File: src/design/chc_regs.svh
`ifndef CHC_REGS_SVH
`define CHC_REGS_SVH

// Register indices; byte address is four times the index
`define CHC_IDX_DIV0_CNT 9'h190
`define CHC_IDX_DIV0_PHS 9'h191
`define CHC_IDX_DIV1_CNT 9'h193
`define CHC_IDX_DIV1_PHS 9'h194
`define CHC_IDX_DIV2_CNT 9'h196
`define CHC_IDX_DIV2_PHS 9'h197
`define CHC_IDX_DIV3_ST1 9'h199
`define CHC_IDX_DIV3_ST2 9'h19B
`define CHC_IDX_DIV3_BYP 9'h19C
`define CHC_IDX_DIV3_DUTY 9'h19D
`define CHC_IDX_DIV4_ST1 9'h19E
`define CHC_IDX_DIV4_ST2 9'h1A0
`define CHC_IDX_DIV4_BYP 9'h1A1
`define CHC_IDX_DIV4_DUTY 9'h1A2
`define CHC_IDX_OUT_CFG 9'h1F0
`define CHC_IDX_SYNC 9'h1F1
`define CHC_IDX_STATUS 9'h1F2

// Field positions
`define CHC_LOW_MSB 7
`define CHC_LOW_LSB 4
`define CHC_HIGH_MSB 3
`define CHC_HIGH_LSB 0
`define CHC_START_HIGH_BIT 4
`define CHC_PHASE_MSB 3
`define CHC_PHASE_LSB 0
`define CHC_BYP1_BIT 4
`define CHC_BYP2_BIT 5
`define CHC_DUTY_OFF_BIT 0
`define CHC_SYNC_BIT 0
`define CHC_D3_SE_BIT 0
`define CHC_D3_BEN_BIT 1
`define CHC_D4_SE_BIT 2
`define CHC_D4_BEN_BIT 3

// Reset value and phase limits
`define CHC_RST_REG 8'h00
`define CHC_PHASE_WRAP 6'h10
`define CHC_PHASE_MAX 6'h0F

`endif

File: src/design/chc_pkg.sv
package chc_pkg;
    typedef enum logic [1:0] {
        CHC_DELAY = 2'b00,
        CHC_HIGH = 2'b01,
        CHC_LOW = 2'b11
    } chc_stage_e;
    typedef logic [7:0] chc_reg_t;
    typedef logic [5:0] chc_cnt_t;
endpackage

File: src/design/chc_top.sv
// Local design decision: register access over APB.
`timescale 1ns/1ns
`include "chc_regs.svh"
// What this block does
// Start-high bit 4, phase bits 3:0
// Phase value sets rising-edge delay in cycles
// High field gives high part, low field low
// Phase delays are whole input cycles
// Dividers 3,4 drive pairs; B off by default (here reset selects differential mode, so B drives the complement)
// Dividers 3,4 cascade two 2-32 stages
// Bypassed stage divides by one
// Duty fix on after reset, off by bit
// Stage fields at documented register bits
// Fields store cycle count minus one
// Overall division is product of stage sums
// Software uses first stage when only one
// Software sets even stages with equal fields
// Software sets odd stages low one greater
// Single bypassed or even stage is second
// Fix off: last active stage sets duty
// Fix off, both bypassed: input duty passes (here A is held low and DIV3_PASS_OUT/DIV4_PASS_OUT go high instead)
// Fix on with valid counts gives half duty
// Phase takes effect only at synchronization
// Delay counted against zero-offset divider
// Stage counter: high run, then low run
module chc_top (
    input wire logic CLK_IN,
    input wire logic RST_N_IN,
    input wire logic PSEL_IN,
    input wire logic PENABLE_IN,
    input wire logic PWRITE_IN,
    input wire logic [11:0] PADDR_IN,
    input wire logic [31:0] PWDATA_IN,
    output logic [31:0] PRDATA_OUT,
    output logic PREADY_OUT,
    output logic PSLVERR_OUT,
    output logic DIV0_OUT,
    output logic DIV1_OUT,
    output logic DIV2_OUT,
    output logic DIV3_A_OUT,
    output logic DIV3_B_OUT,
    output logic DIV3_PASS_OUT,
    output logic DIV4_A_OUT,
    output logic DIV4_B_OUT,
    output logic DIV4_PASS_OUT
);
    localparam int NSLOT = 15;
    localparam int NST = 7;

    // Slot index of each stored register, or NSLOT when not stored
    function automatic logic [3:0] slot_of(input logic [8:0] idx);
        case (idx)
            `CHC_IDX_DIV0_CNT: slot_of = 4'h0;
            `CHC_IDX_DIV0_PHS: slot_of = 4'h1;
            `CHC_IDX_DIV1_CNT: slot_of = 4'h2;
            `CHC_IDX_DIV1_PHS: slot_of = 4'h3;
            `CHC_IDX_DIV2_CNT: slot_of = 4'h4;
            `CHC_IDX_DIV2_PHS: slot_of = 4'h5;
            `CHC_IDX_DIV3_ST1: slot_of = 4'h6;
            `CHC_IDX_DIV3_ST2: slot_of = 4'h7;
            `CHC_IDX_DIV3_BYP: slot_of = 4'h8;
            `CHC_IDX_DIV3_DUTY: slot_of = 4'h9;
            `CHC_IDX_DIV4_ST1: slot_of = 4'hA;
            `CHC_IDX_DIV4_ST2: slot_of = 4'hB;
            `CHC_IDX_DIV4_BYP: slot_of = 4'hC;
            `CHC_IDX_DIV4_DUTY: slot_of = 4'hD;
            `CHC_IDX_OUT_CFG: slot_of = 4'hE;
            default: slot_of = 4'hF;
        endcase
    endfunction

    // Phase value: below 16 is a plain delay, 16 and up wraps past the low run
    function automatic chc_pkg::chc_cnt_t phase_delay(input chc_pkg::chc_reg_t ps, input logic [3:0] low);
        chc_pkg::chc_cnt_t phi;
        phi = {1'b0, ps[`CHC_START_HIGH_BIT], ps[`CHC_PHASE_MSB:`CHC_PHASE_LSB]};
        if (phi <= `CHC_PHASE_MAX) begin
            phase_delay = phi;
        end else begin
            phase_delay = phi - `CHC_PHASE_WRAP + {2'b00, low} + 6'h01;
        end
    endfunction

    // High run length; the fix splits the period in halves
    function automatic chc_pkg::chc_cnt_t high_len(input chc_pkg::chc_reg_t c, input logic fix);
        chc_pkg::chc_cnt_t tot;
        tot = {2'b00, c[`CHC_HIGH_MSB:`CHC_HIGH_LSB]} + {2'b00, c[`CHC_LOW_MSB:`CHC_LOW_LSB]} + 6'h02;
        high_len = fix ? {1'b0, tot[5:1]} : {2'b00, c[`CHC_HIGH_MSB:`CHC_HIGH_LSB]} + 6'h01;
    endfunction

    function automatic chc_pkg::chc_cnt_t low_len(input chc_pkg::chc_reg_t c, input logic fix);
        chc_pkg::chc_cnt_t tot;
        tot = {2'b00, c[`CHC_HIGH_MSB:`CHC_HIGH_LSB]} + {2'b00, c[`CHC_LOW_MSB:`CHC_LOW_LSB]} + 6'h02;
        low_len = tot - high_len(c, fix);
    endfunction

    chc_pkg::chc_reg_t regs_ff [NSLOT];
    logic sync_ff;
    logic [31:0] prdata_ff;
    logic pready_ff;
    logic pslverr_ff;

    // APB decode
    wire logic [8:0] bus_idx = PADDR_IN[10:2];
    wire logic [3:0] bus_slot = slot_of(bus_idx);
    wire logic addr_ok = (PADDR_IN[11] == 1'b0) && (PADDR_IN[1:0] == 2'b00);
    wire logic is_stored = addr_ok && (bus_slot != 4'hF);
    wire logic is_sync = addr_ok && (bus_idx == `CHC_IDX_SYNC);
    wire logic is_status = addr_ok && (bus_idx == `CHC_IDX_STATUS);
    wire logic bus_hit = is_stored || is_sync || is_status;
    wire logic in_access = PSEL_IN && PENABLE_IN;
    wire logic first_access = in_access && !pready_ff;
    wire logic wr_done = in_access && pready_ff && PWRITE_IN;

    // Stage configuration: 0..2 single, 3/4 are divider 3, 5/6 divider 4
    chc_pkg::chc_stage_e state_ff [NST];
    chc_pkg::chc_cnt_t cnt_ff [NST];
    chc_pkg::chc_stage_e nxt_state [NST];
    chc_pkg::chc_cnt_t nxt_cnt [NST];
    chc_pkg::chc_reg_t st_cfg [NST];
    logic [NST-1:0] st_fix;
    logic [NST-1:0] st_tick;
    logic [NST-1:0] st_rise;
    logic [NST-1:0] st_lvl;
    chc_pkg::chc_cnt_t st_delay [NST];

    wire logic d3_byp1 = regs_ff[8][`CHC_BYP1_BIT];
    wire logic d3_byp2 = regs_ff[8][`CHC_BYP2_BIT];
    wire logic d4_byp1 = regs_ff[12][`CHC_BYP1_BIT];
    wire logic d4_byp2 = regs_ff[12][`CHC_BYP2_BIT];
    wire logic d3_fix = !regs_ff[9][`CHC_DUTY_OFF_BIT];
    wire logic d4_fix = !regs_ff[13][`CHC_DUTY_OFF_BIT];

    assign st_cfg[0] = regs_ff[0];
    assign st_cfg[1] = regs_ff[2];
    assign st_cfg[2] = regs_ff[4];
    assign st_cfg[3] = regs_ff[6];
    assign st_cfg[4] = regs_ff[7];
    assign st_cfg[5] = regs_ff[10];
    assign st_cfg[6] = regs_ff[11];
    // Dividers 0..2 have no disable bit in this map, so the fix stays on
    assign st_fix = {d4_fix, d4_fix, d3_fix, d3_fix, 3'b111};
    assign st_delay[0] = phase_delay(regs_ff[1], regs_ff[0][`CHC_LOW_MSB:`CHC_LOW_LSB]);
    assign st_delay[1] = phase_delay(regs_ff[3], regs_ff[2][`CHC_LOW_MSB:`CHC_LOW_LSB]);
    assign st_delay[2] = phase_delay(regs_ff[5], regs_ff[4][`CHC_LOW_MSB:`CHC_LOW_LSB]);
    assign st_delay[3] = 6'h00;
    assign st_delay[4] = 6'h00;
    assign st_delay[5] = 6'h00;
    assign st_delay[6] = 6'h00;
    // Second stage steps once per first-stage period, or per cycle if first is bypassed
    assign st_tick = {d4_byp1 ? 1'b1 : st_rise[5], 1'b1, d3_byp1 ? 1'b1 : st_rise[3], 4'b1111};

    genvar gs;
    generate
        for (gs = 0; gs < NST; gs++) begin : g_stage
            always_comb begin
                nxt_state[gs] = state_ff[gs];
                nxt_cnt[gs] = cnt_ff[gs];
                if (sync_ff) begin
                    // Restart aligned; a delayed stage idles low first
                    if (st_delay[gs] == 6'h00) begin
                        nxt_state[gs] = chc_pkg::CHC_HIGH;
                        nxt_cnt[gs] = high_len(st_cfg[gs], st_fix[gs]) - 6'h01;
                    end else begin
                        nxt_state[gs] = chc_pkg::CHC_DELAY;
                        nxt_cnt[gs] = st_delay[gs] - 6'h01;
                    end
                end else if (st_tick[gs]) begin
                    case (state_ff[gs])
                        chc_pkg::CHC_DELAY: begin
                            if (cnt_ff[gs] == 6'h00) begin
                                nxt_state[gs] = chc_pkg::CHC_HIGH;
                                nxt_cnt[gs] = high_len(st_cfg[gs], st_fix[gs]) - 6'h01;
                            end else begin
                                nxt_cnt[gs] = cnt_ff[gs] - 6'h01;
                            end
                        end
                        chc_pkg::CHC_HIGH: begin
                            if (cnt_ff[gs] == 6'h00) begin
                                nxt_state[gs] = chc_pkg::CHC_LOW;
                                nxt_cnt[gs] = low_len(st_cfg[gs], st_fix[gs]) - 6'h01;
                            end else begin
                                nxt_cnt[gs] = cnt_ff[gs] - 6'h01;
                            end
                        end
                        chc_pkg::CHC_LOW: begin
                            if (cnt_ff[gs] == 6'h00) begin
                                nxt_state[gs] = chc_pkg::CHC_HIGH;
                                nxt_cnt[gs] = high_len(st_cfg[gs], st_fix[gs]) - 6'h01;
                            end else begin
                                nxt_cnt[gs] = cnt_ff[gs] - 6'h01;
                            end
                        end
                        default: begin
                            nxt_state[gs] = chc_pkg::CHC_DELAY;
                            nxt_cnt[gs] = 6'h00;
                        end
                    endcase
                end
            end

            assign st_lvl[gs] = (state_ff[gs] == chc_pkg::CHC_HIGH);
            assign st_rise[gs] = st_tick[gs] && !sync_ff && !st_lvl[gs] && (nxt_state[gs] == chc_pkg::CHC_HIGH);

            always_ff @(posedge CLK_IN) begin
                if (!RST_N_IN) begin
                    state_ff[gs] <= chc_pkg::CHC_DELAY;
                    cnt_ff[gs] <= 6'h00;
                end else begin
                    state_ff[gs] <= nxt_state[gs];
                    cnt_ff[gs] <= nxt_cnt[gs];
                end
            end

            // Helper: length of the run just ended, in stage steps
            chc_pkg::chc_cnt_t run_ff;
            // Settings the run was loaded with; a later write only applies at the next reload
            chc_pkg::chc_reg_t cfg_at_ff;
            logic fix_at_ff;
            chc_pkg::chc_cnt_t dly_at_ff;
            wire logic run_restart = sync_ff || (st_tick[gs] && nxt_state[gs] != state_ff[gs]);
            always_ff @(posedge CLK_IN) begin
                if (!RST_N_IN || run_restart) begin
                    run_ff <= 6'h01;
                end else if (st_tick[gs]) begin
                    run_ff <= run_ff + 6'h01;
                end
            end
            always_ff @(posedge CLK_IN) begin
                if (!RST_N_IN) begin
                    cfg_at_ff <= `CHC_RST_REG;
                    fix_at_ff <= 1'b1;
                    dly_at_ff <= 6'h00;
                end else if (run_restart) begin
                    cfg_at_ff <= st_cfg[gs];
                    fix_at_ff <= st_fix[gs];
                    dly_at_ff <= st_delay[gs];
                end
            end

            chk_high_run: assert property (@(posedge CLK_IN) disable iff (!RST_N_IN)
                (st_tick[gs] && !sync_ff && state_ff[gs] == chc_pkg::CHC_HIGH
                 && nxt_state[gs] == chc_pkg::CHC_LOW)
                |-> run_ff == high_len(cfg_at_ff, fix_at_ff))
                else $error("high run length wrong");
            chk_low_run: assert property (@(posedge CLK_IN) disable iff (!RST_N_IN)
                (st_tick[gs] && !sync_ff && state_ff[gs] == chc_pkg::CHC_LOW
                 && nxt_state[gs] == chc_pkg::CHC_HIGH)
                |-> run_ff == low_len(cfg_at_ff, fix_at_ff))
                else $error("low run length wrong");
            if (gs < 3) begin : g_phase
                chk_phase_delay: assert property (@(posedge CLK_IN) disable iff (!RST_N_IN)
                    (st_tick[gs] && !sync_ff && state_ff[gs] == chc_pkg::CHC_DELAY
                     && nxt_state[gs] == chc_pkg::CHC_HIGH)
                    |-> run_ff == dly_at_ff)
                    else $error("phase delay wrong");
            end
        end
    endgenerate

    chk_stage_step: assert property (@(posedge CLK_IN) disable iff (!RST_N_IN)
        (!sync_ff && !st_tick[4]) |=> $stable(state_ff[4]) && $stable(cnt_ff[4]))
        else $error("second stage moved without a step");

    // Output selection: last active stage drives the pair
    wire logic d3_pass = d3_byp1 && d3_byp2;
    wire logic d4_pass = d4_byp1 && d4_byp2;
    wire logic d3_lvl = d3_pass ? 1'b0 : (d3_byp2 ? st_lvl[3] : st_lvl[4]);
    wire logic d4_lvl = d4_pass ? 1'b0 : (d4_byp2 ? st_lvl[5] : st_lvl[6]);
    wire chc_pkg::chc_reg_t out_cfg = regs_ff[14];
    // Differential mode drives B as the complement, low in pass-through; single-ended B only if enabled
    wire logic d3_b = out_cfg[`CHC_D3_SE_BIT] ? (out_cfg[`CHC_D3_BEN_BIT] && d3_lvl) : (!d3_pass && !d3_lvl);
    wire logic d4_b = out_cfg[`CHC_D4_SE_BIT] ? (out_cfg[`CHC_D4_BEN_BIT] && d4_lvl) : (!d4_pass && !d4_lvl);

    always_ff @(posedge CLK_IN) begin
        if (!RST_N_IN) begin
            DIV0_OUT <= 1'b0;
            DIV1_OUT <= 1'b0;
            DIV2_OUT <= 1'b0;
            DIV3_A_OUT <= 1'b0;
            DIV3_B_OUT <= 1'b0;
            DIV3_PASS_OUT <= 1'b0;
            DIV4_A_OUT <= 1'b0;
            DIV4_B_OUT <= 1'b0;
            DIV4_PASS_OUT <= 1'b0;
        end else begin
            DIV0_OUT <= st_lvl[0];
            DIV1_OUT <= st_lvl[1];
            DIV2_OUT <= st_lvl[2];
            DIV3_A_OUT <= d3_lvl;
            DIV3_B_OUT <= d3_b;
            DIV3_PASS_OUT <= d3_pass;
            DIV4_A_OUT <= d4_lvl;
            DIV4_B_OUT <= d4_b;
            DIV4_PASS_OUT <= d4_pass;
        end
    end

    chk_pass_out: assert property (@(posedge CLK_IN) disable iff (!RST_N_IN)
        (d3_byp1 && d3_byp2) |=> DIV3_PASS_OUT && !DIV3_A_OUT)
        else $error("divider 3 pass flag wrong");
    chk_b_default: assert property (@(posedge CLK_IN) disable iff (!RST_N_IN)
        (out_cfg[`CHC_D4_SE_BIT] && !out_cfg[`CHC_D4_BEN_BIT]) |=> !DIV4_B_OUT)
        else $error("single-ended B driven while off");
    chk_out_follow: assert property (@(posedge CLK_IN) disable iff (!RST_N_IN)
        (!d3_byp2 && !d3_byp1) |=> DIV3_A_OUT == $past(st_lvl[4]))
        else $error("divider 3 not from second stage");

    // Register file; sync request is self-clearing and fires once after reset
    always_ff @(posedge CLK_IN) begin
        if (!RST_N_IN) begin
            for (int i = 0; i < NSLOT; i++) begin
                regs_ff[i] <= `CHC_RST_REG;
            end
            sync_ff <= 1'b1;
        end else begin
            if (wr_done && is_stored) begin
                regs_ff[bus_slot] <= PWDATA_IN[7:0];
            end
            sync_ff <= wr_done && is_sync && PWDATA_IN[`CHC_SYNC_BIT];
        end
    end

    chk_fix_reset: assert property (@(posedge CLK_IN)
        $rose(RST_N_IN) |-> d3_fix && d4_fix && sync_ff)
        else $error("duty fix not on after reset");

    // One wait state: the answer comes on the second access cycle
    wire logic [31:0] rd_val = is_stored ? {24'h00_0000, regs_ff[bus_slot]}
        : (is_status ? {25'h000_0000, st_lvl} : 32'h0000_0000);

    always_ff @(posedge CLK_IN) begin
        if (!RST_N_IN) begin
            pready_ff <= 1'b0;
            prdata_ff <= 32'h0000_0000;
            pslverr_ff <= 1'b0;
        end else begin
            pready_ff <= first_access;
            prdata_ff <= (first_access && !PWRITE_IN) ? rd_val : 32'h0000_0000;
            pslverr_ff <= first_access && !bus_hit;
        end
    end

    assign PREADY_OUT = pready_ff;
    assign PRDATA_OUT = prdata_ff;
    assign PSLVERR_OUT = pslverr_ff;

    chk_apb_wait: assert property (@(posedge CLK_IN) disable iff (!RST_N_IN)
        (PSEL_IN && PENABLE_IN && !PREADY_OUT) |=> PREADY_OUT)
        else $error("no answer one cycle into access");
    chk_unmapped_err: assert property (@(posedge CLK_IN) disable iff (!RST_N_IN)
        (PSEL_IN && PENABLE_IN && !PREADY_OUT && !bus_hit) |=> PSLVERR_OUT && PRDATA_OUT == 32'h0000_0000)
        else $error("unmapped access not flagged");

endmodule

File: config.mk
export PLATFORM = sky130hd
export DESIGN_NAME = chc_top
export DESIGN_NICKNAME = d
export VERILOG_FILES = /design/src/design/chc_pkg.sv /design/src/design/chc_top.sv
export VERILOG_INCLUDE_DIRS = /design/src /design/src/design
export SDC_FILE = /design/constraint.sdc
export NUM_CORES = 1
export LEC_CHECK = 0
export ABC_CLOCK_PERIOD_IN_PS = 2800
export BUFFER_PORTS_ARGS = -buffer_cell sky130_fd_sc_hd__buf_2
export CORE_MARGIN = 10
export CORE_UTILIZATION = 57
export DETAILED_ROUTE_END_ITERATION = 12
export GPL_TIMING_DRIVEN = 0
export PLACE_DENSITY = 0.82
export SYNTH_ARGS = -nofsm -noshare
export SYNTH_HDL_FRONTEND = slang
export SYNTH_SLANG_ARGS = --single-unit
File: constraint.sdc
create_clock -name CLK_IN -period 2.8 [get_ports CLK_IN]
set_input_delay 0.42 -clock CLK_IN [delete_from_list [all_inputs] [get_ports CLK_IN]]
set_output_delay 0.42 -clock CLK_IN [all_outputs]
set_load 0.02 [all_outputs]
==> metrics.md <==
| Metric | Value |
|---|---|
| Status | finished with violations |
| Failing checks | negative setup slack |
| Asr flop ratio synth | 0% |
| Worst Tran Pin Value | 1340 ps |
| Yosys warns | 0 |
| Syn Std Cell Area | 15600 um^2 |
| Final Hold Viols | 0 |
| Hold endpoint | regs_ff[15][0] |
| DR iter-0 viols | 2129 |
| Diode count | 0 |
| Leak | 8.04 nW |
| Flop pwr share | 32.4% |
| Number of global-route vias before repair | 14.1k |
| Net Sw Frac | 35.1% |
| CP max FO | 4 |
| Initial Util | 58.0% |
| Clock sink count | 204 |
| WS Path Type | reg -> reg |
| TritonCTS clock tree | done |
| Final period util | 115% |
| Synthesized flop and latch total | 204 |
| P_int | 0.00724 W |
| Reg2reg end | cnt_ff[1][5] |
| Clk_lat worst skew | 540 ps |
| Global-route wire length before repair | 77300 um |
| Switching power | 0.00392 W |
| Hold Crit Class | in -> reg |
| Reg2reg path depth | 14 |
| Largest net degree at the start of global routing | 15 |
| Cts bufs inserted | 24 |
| Power Total | 0.0112 W |
| PortBufs | 41 |
| Layout cells sized above 1 | 24.6% |
| Drt total wl | 53900 um |
| Clk slew on worst S/H paths | 60 ps |
| Tmin final | 3210 ps |
| Final Instance Area | 19400 um^2 |
| Power Dens Cells | 576 nW/um^2 |
| Gate power share | 36.2% |
| Cell count after synthesis | 1705 |
| Max Clk Rate | 0.311 GHz |
| Headroom to the max-slew limit | 10.9% |
| Clock Path Buffers | 3 |
| Site Rows | 60 |
| Die height | 186 um |
| Register area share after synthesis | 34.3% |
| Syn avg cell area | 9.16 um^2 |
| Area leader, netlist | edfxtp_1 |
| Routed len/inst | 23.8 um |
| H-tree depth | 1 |
| Ports | 92 |
| Final GP Congestion | 1.01 |
| Number of enable flip-flop cells after synthesis | 128 |
| Top cell type's share of synthesized area | 24.6% |
| Clock share of power | 31.3% |
| CP arrival | 3690 ps |
| Ranking of synthesized cells by area | edfxtp_1 25%, ha_1 12%, dfxtp_1 9.7% |
| Detail Route Antenna Nets | 0 |
| Critical path required time | 3270 ps |
| # setup viols final | 31 |
| Worst hold start | PWDATA_IN[0] |
| Worst hold path depth | 1 |
| Pre-Repair DR Iteration Count | 8 |
| Post-layout nets | 2126 |
| DIE WIDTH | 186 um |
| Nature of the critical path endpoint | flop |
| DP HPWL | 34900 um |
| Slew Limit Fails | 0 |
| Post-synth top flop | edfxtp_1 |
| Max IR drop VDD | 0.466 mV |
| Unique masters post-synth | 87 |
| FF-to-FF setup slack | -410 ps |
| Fillers | 1746 |
| Final setup margin | -414 ps |
| Crit Reg-Reg Startpoint | regs_ff[7][1] |
| Vias | 14.8k |
| Max Cap Violations | 0 |
| RSZ-0062 raised after global routing | true |
| Initial antenna violation count | 1 |
| Root Driver | clkbuf_16 |
| Core Area | 27000 um^2 |
| Post-DP Area | 16600 um^2 |
| Clock skew | 19.0 ps |
| Setup crit start kind | flop |
| Total Die Area | 34400 um^2 |
| Gr usage total | 28.6% |
| Residual DRC | 0 |
| Area Growth Syn to Fin | 24.0% |
| Routed vias/inst | 6.53 |
| GRT Residual Overflow | 0 |
## kinds of logic (layout without fill, tap and decap cells)
kind of cell | Yosys count | count (layout) | synth area share [%]
multiplexers | 38 | 38 | 2.49
XOR/XNOR | 97 | 97 | 5.56
buffers and inverters | 237 | 427 | 6.55
flip-flops | 204 | 204 | 34.3
adder cells (fa/ha/maj) | 168 | 168 | 14.3
AO/OA/AOI/OAI | 472 | 472 | 20.1
AND/OR/NAND/NOR | 488 | 489 | 16.7
other | 1 | 32 | 0.0240
## worst max-delay path, stage by stage, from the launching register on
cell	delay [ps]
edfxtp_1	410
inv_2	80
ha_4	260
inv_2	40
ha_4	160
fa_2	390
a21o_1	200
nand2_1	110
nor2_1	60
a41oi_2	310
ha_1	330
a21oi_2	180
mux2i_1	290
a22oi_1	160
o2bb2ai_1	170
## cell usage in the layout (no fill, tap or decap), drive strengths merged, types with 11 or more instances in the layout
cell type / n
a21boi: 16
a21oi: 113
and3: 13
a21o: 30
xnor2: 52
nand3b: 12
a211oi: 16
ha: 151
inv: 128
a31oi: 20
conb: 32
nand3: 25
mux2i: 34
o21a: 18
and2: 112
edfxtp: 128
nand2: 95
a22o: 13
fa: 17
xor2: 45
nor2b: 13
o211ai: 17
dfxtp: 76
nand2b: 11
buf: 202
nor2: 109
nor3: 53
a221oi: 16
clkbuf: 82
o21ai: 107
a22oi: 21
## repair_timing
item	in CTS	in global routing
gates cloned	0	1
hold buffers	0	0
gates resized for setup	134	118
pin swaps	114	87
endpoints found under the setup margin	165	197
buffers inserted	81	29
## cell type report
| type | instances | area [um^2] | share of cell area [%] |
|---|---|---|---|
| buffer | 104 | 532 | 2.74 |
| clock buffer | 31 | 657 | 3.39 |
| clock inverter | 13 | 210 | 1.08 |
| inverter | 130 | 499 | 2.58 |
| multi-input combinational | 1296 | 10600 | 54.8 |
| sequential | 204 | 5370 | 27.7 |
| tap | 341 | 427 | 2.20 |
| timing repair buffer | 149 | 1060 | 5.46 |
## per-stage QoR
step | setup slack [ps] | util [%] | instances | hold WS, ps | setup TNS [ps]
2_1_floorplan | -190 | - | 1736 | 459 | -6730
3_5_place_dp | -1040 | 61.6 | 2118 | 484 | -138610
5_1_grt | -511 | 71.9 | 2268 | 108 | -8930
3_3_place_gp | -1090 | 61.6 | 2118 | 474 | -143150
6_report | -414 | 71.9 | 2268 | 115 | -5500
4_1_cts | -239 | 68.9 | 2241 | 102 | -11010
## per-layer routing
metal | track usage, % | part of all wire [%]
met1 | 36.1 | 37
met2 | 46.8 | 46
met3 | 5.36 | 12
met4 | 12.7 | 5.5
met5 | 0 | 0
## power groups by stage
stage          combinational (W)  sequential, W  clock, W
6_report                 0.00405        0.00362   0.00350
5_1_grt                  0.00436        0.00364   0.00358
4_1_cts                  0.00360        0.00361   0.00345
3_5_place_dp             0.00324        0.00367         0
3_3_place_gp             0.00313        0.00367         0
2_1_floorplan            0.00251        0.00363         0
## state kept, by name (all words and copies together), names as in the netlist
| signal | flops |
|---|---|
| regs_ff | 128 |
| cnt_ff | 42 |
| state_ff | 14 |
| PRDATA_OUT | 8 |
| DIV0_OUT | 1 |
| DIV1_OUT | 1 |
| DIV2_OUT | 1 |
| DIV3_A_OUT | 1 |
| DIV3_B_OUT | 1 |
| DIV3_PASS_OUT | 1 |
| DIV4_A_OUT | 1 |
| DIV4_B_OUT | 1 |
| DIV4_PASS_OUT | 1 |
| PREADY_OUT | 1 |
| PSLVERR_OUT | 1 |
| sync_ff | 1 |
## how the worst max path moves through the flow
| stage | from | end | slack [ps] | cells past startpoint |
|---|---|---|---|---|
| after CTS | PADDR_IN[6] | regs_ff[13][7] | -240 | 9 |
| final | regs_ff[7][1] | cnt_ff[1][5] | -410 | 14 |
| after floorplan | PADDR_IN[8] | regs_ff[2][0] | -190 | 8 |
| after global routing | regs_ff[7][2] | cnt_ff[1][4] | -510 | 14 |
| after detailed placement | PADDR_IN[6] | regs_ff[3][2] | -1040 | 9 |
| after global placement | RST_N_IN | regs_ff[0][2] | -1090 | 6 |
## synth_stat cells, types with 12 or more instances
master    count
and2_1      112
buf_2        17
nand3b_1     12
o21ai_0     104
inv_1       128
ha_1        151
buf_4        24
o211ai_1     17
dfxtp_1      76
nand2_1      95
edfxtp_1    128
a22oi_1      21
mux2i_1      34
a31oi_1      20
o21a_1       18
a221oi_1     15
a21o_1       30
nor2_1      100
xor2_1       44
a21oi_1     113
fa_1         17
and3_1       13
a21boi_0     14
a211oi_1     16
clkbuf_1     55
nor2b_1      13
xnor2_1      52
nand3_1      25
a22o_1       13
nor3_1       51
Power figures use the tool's default switching activity.
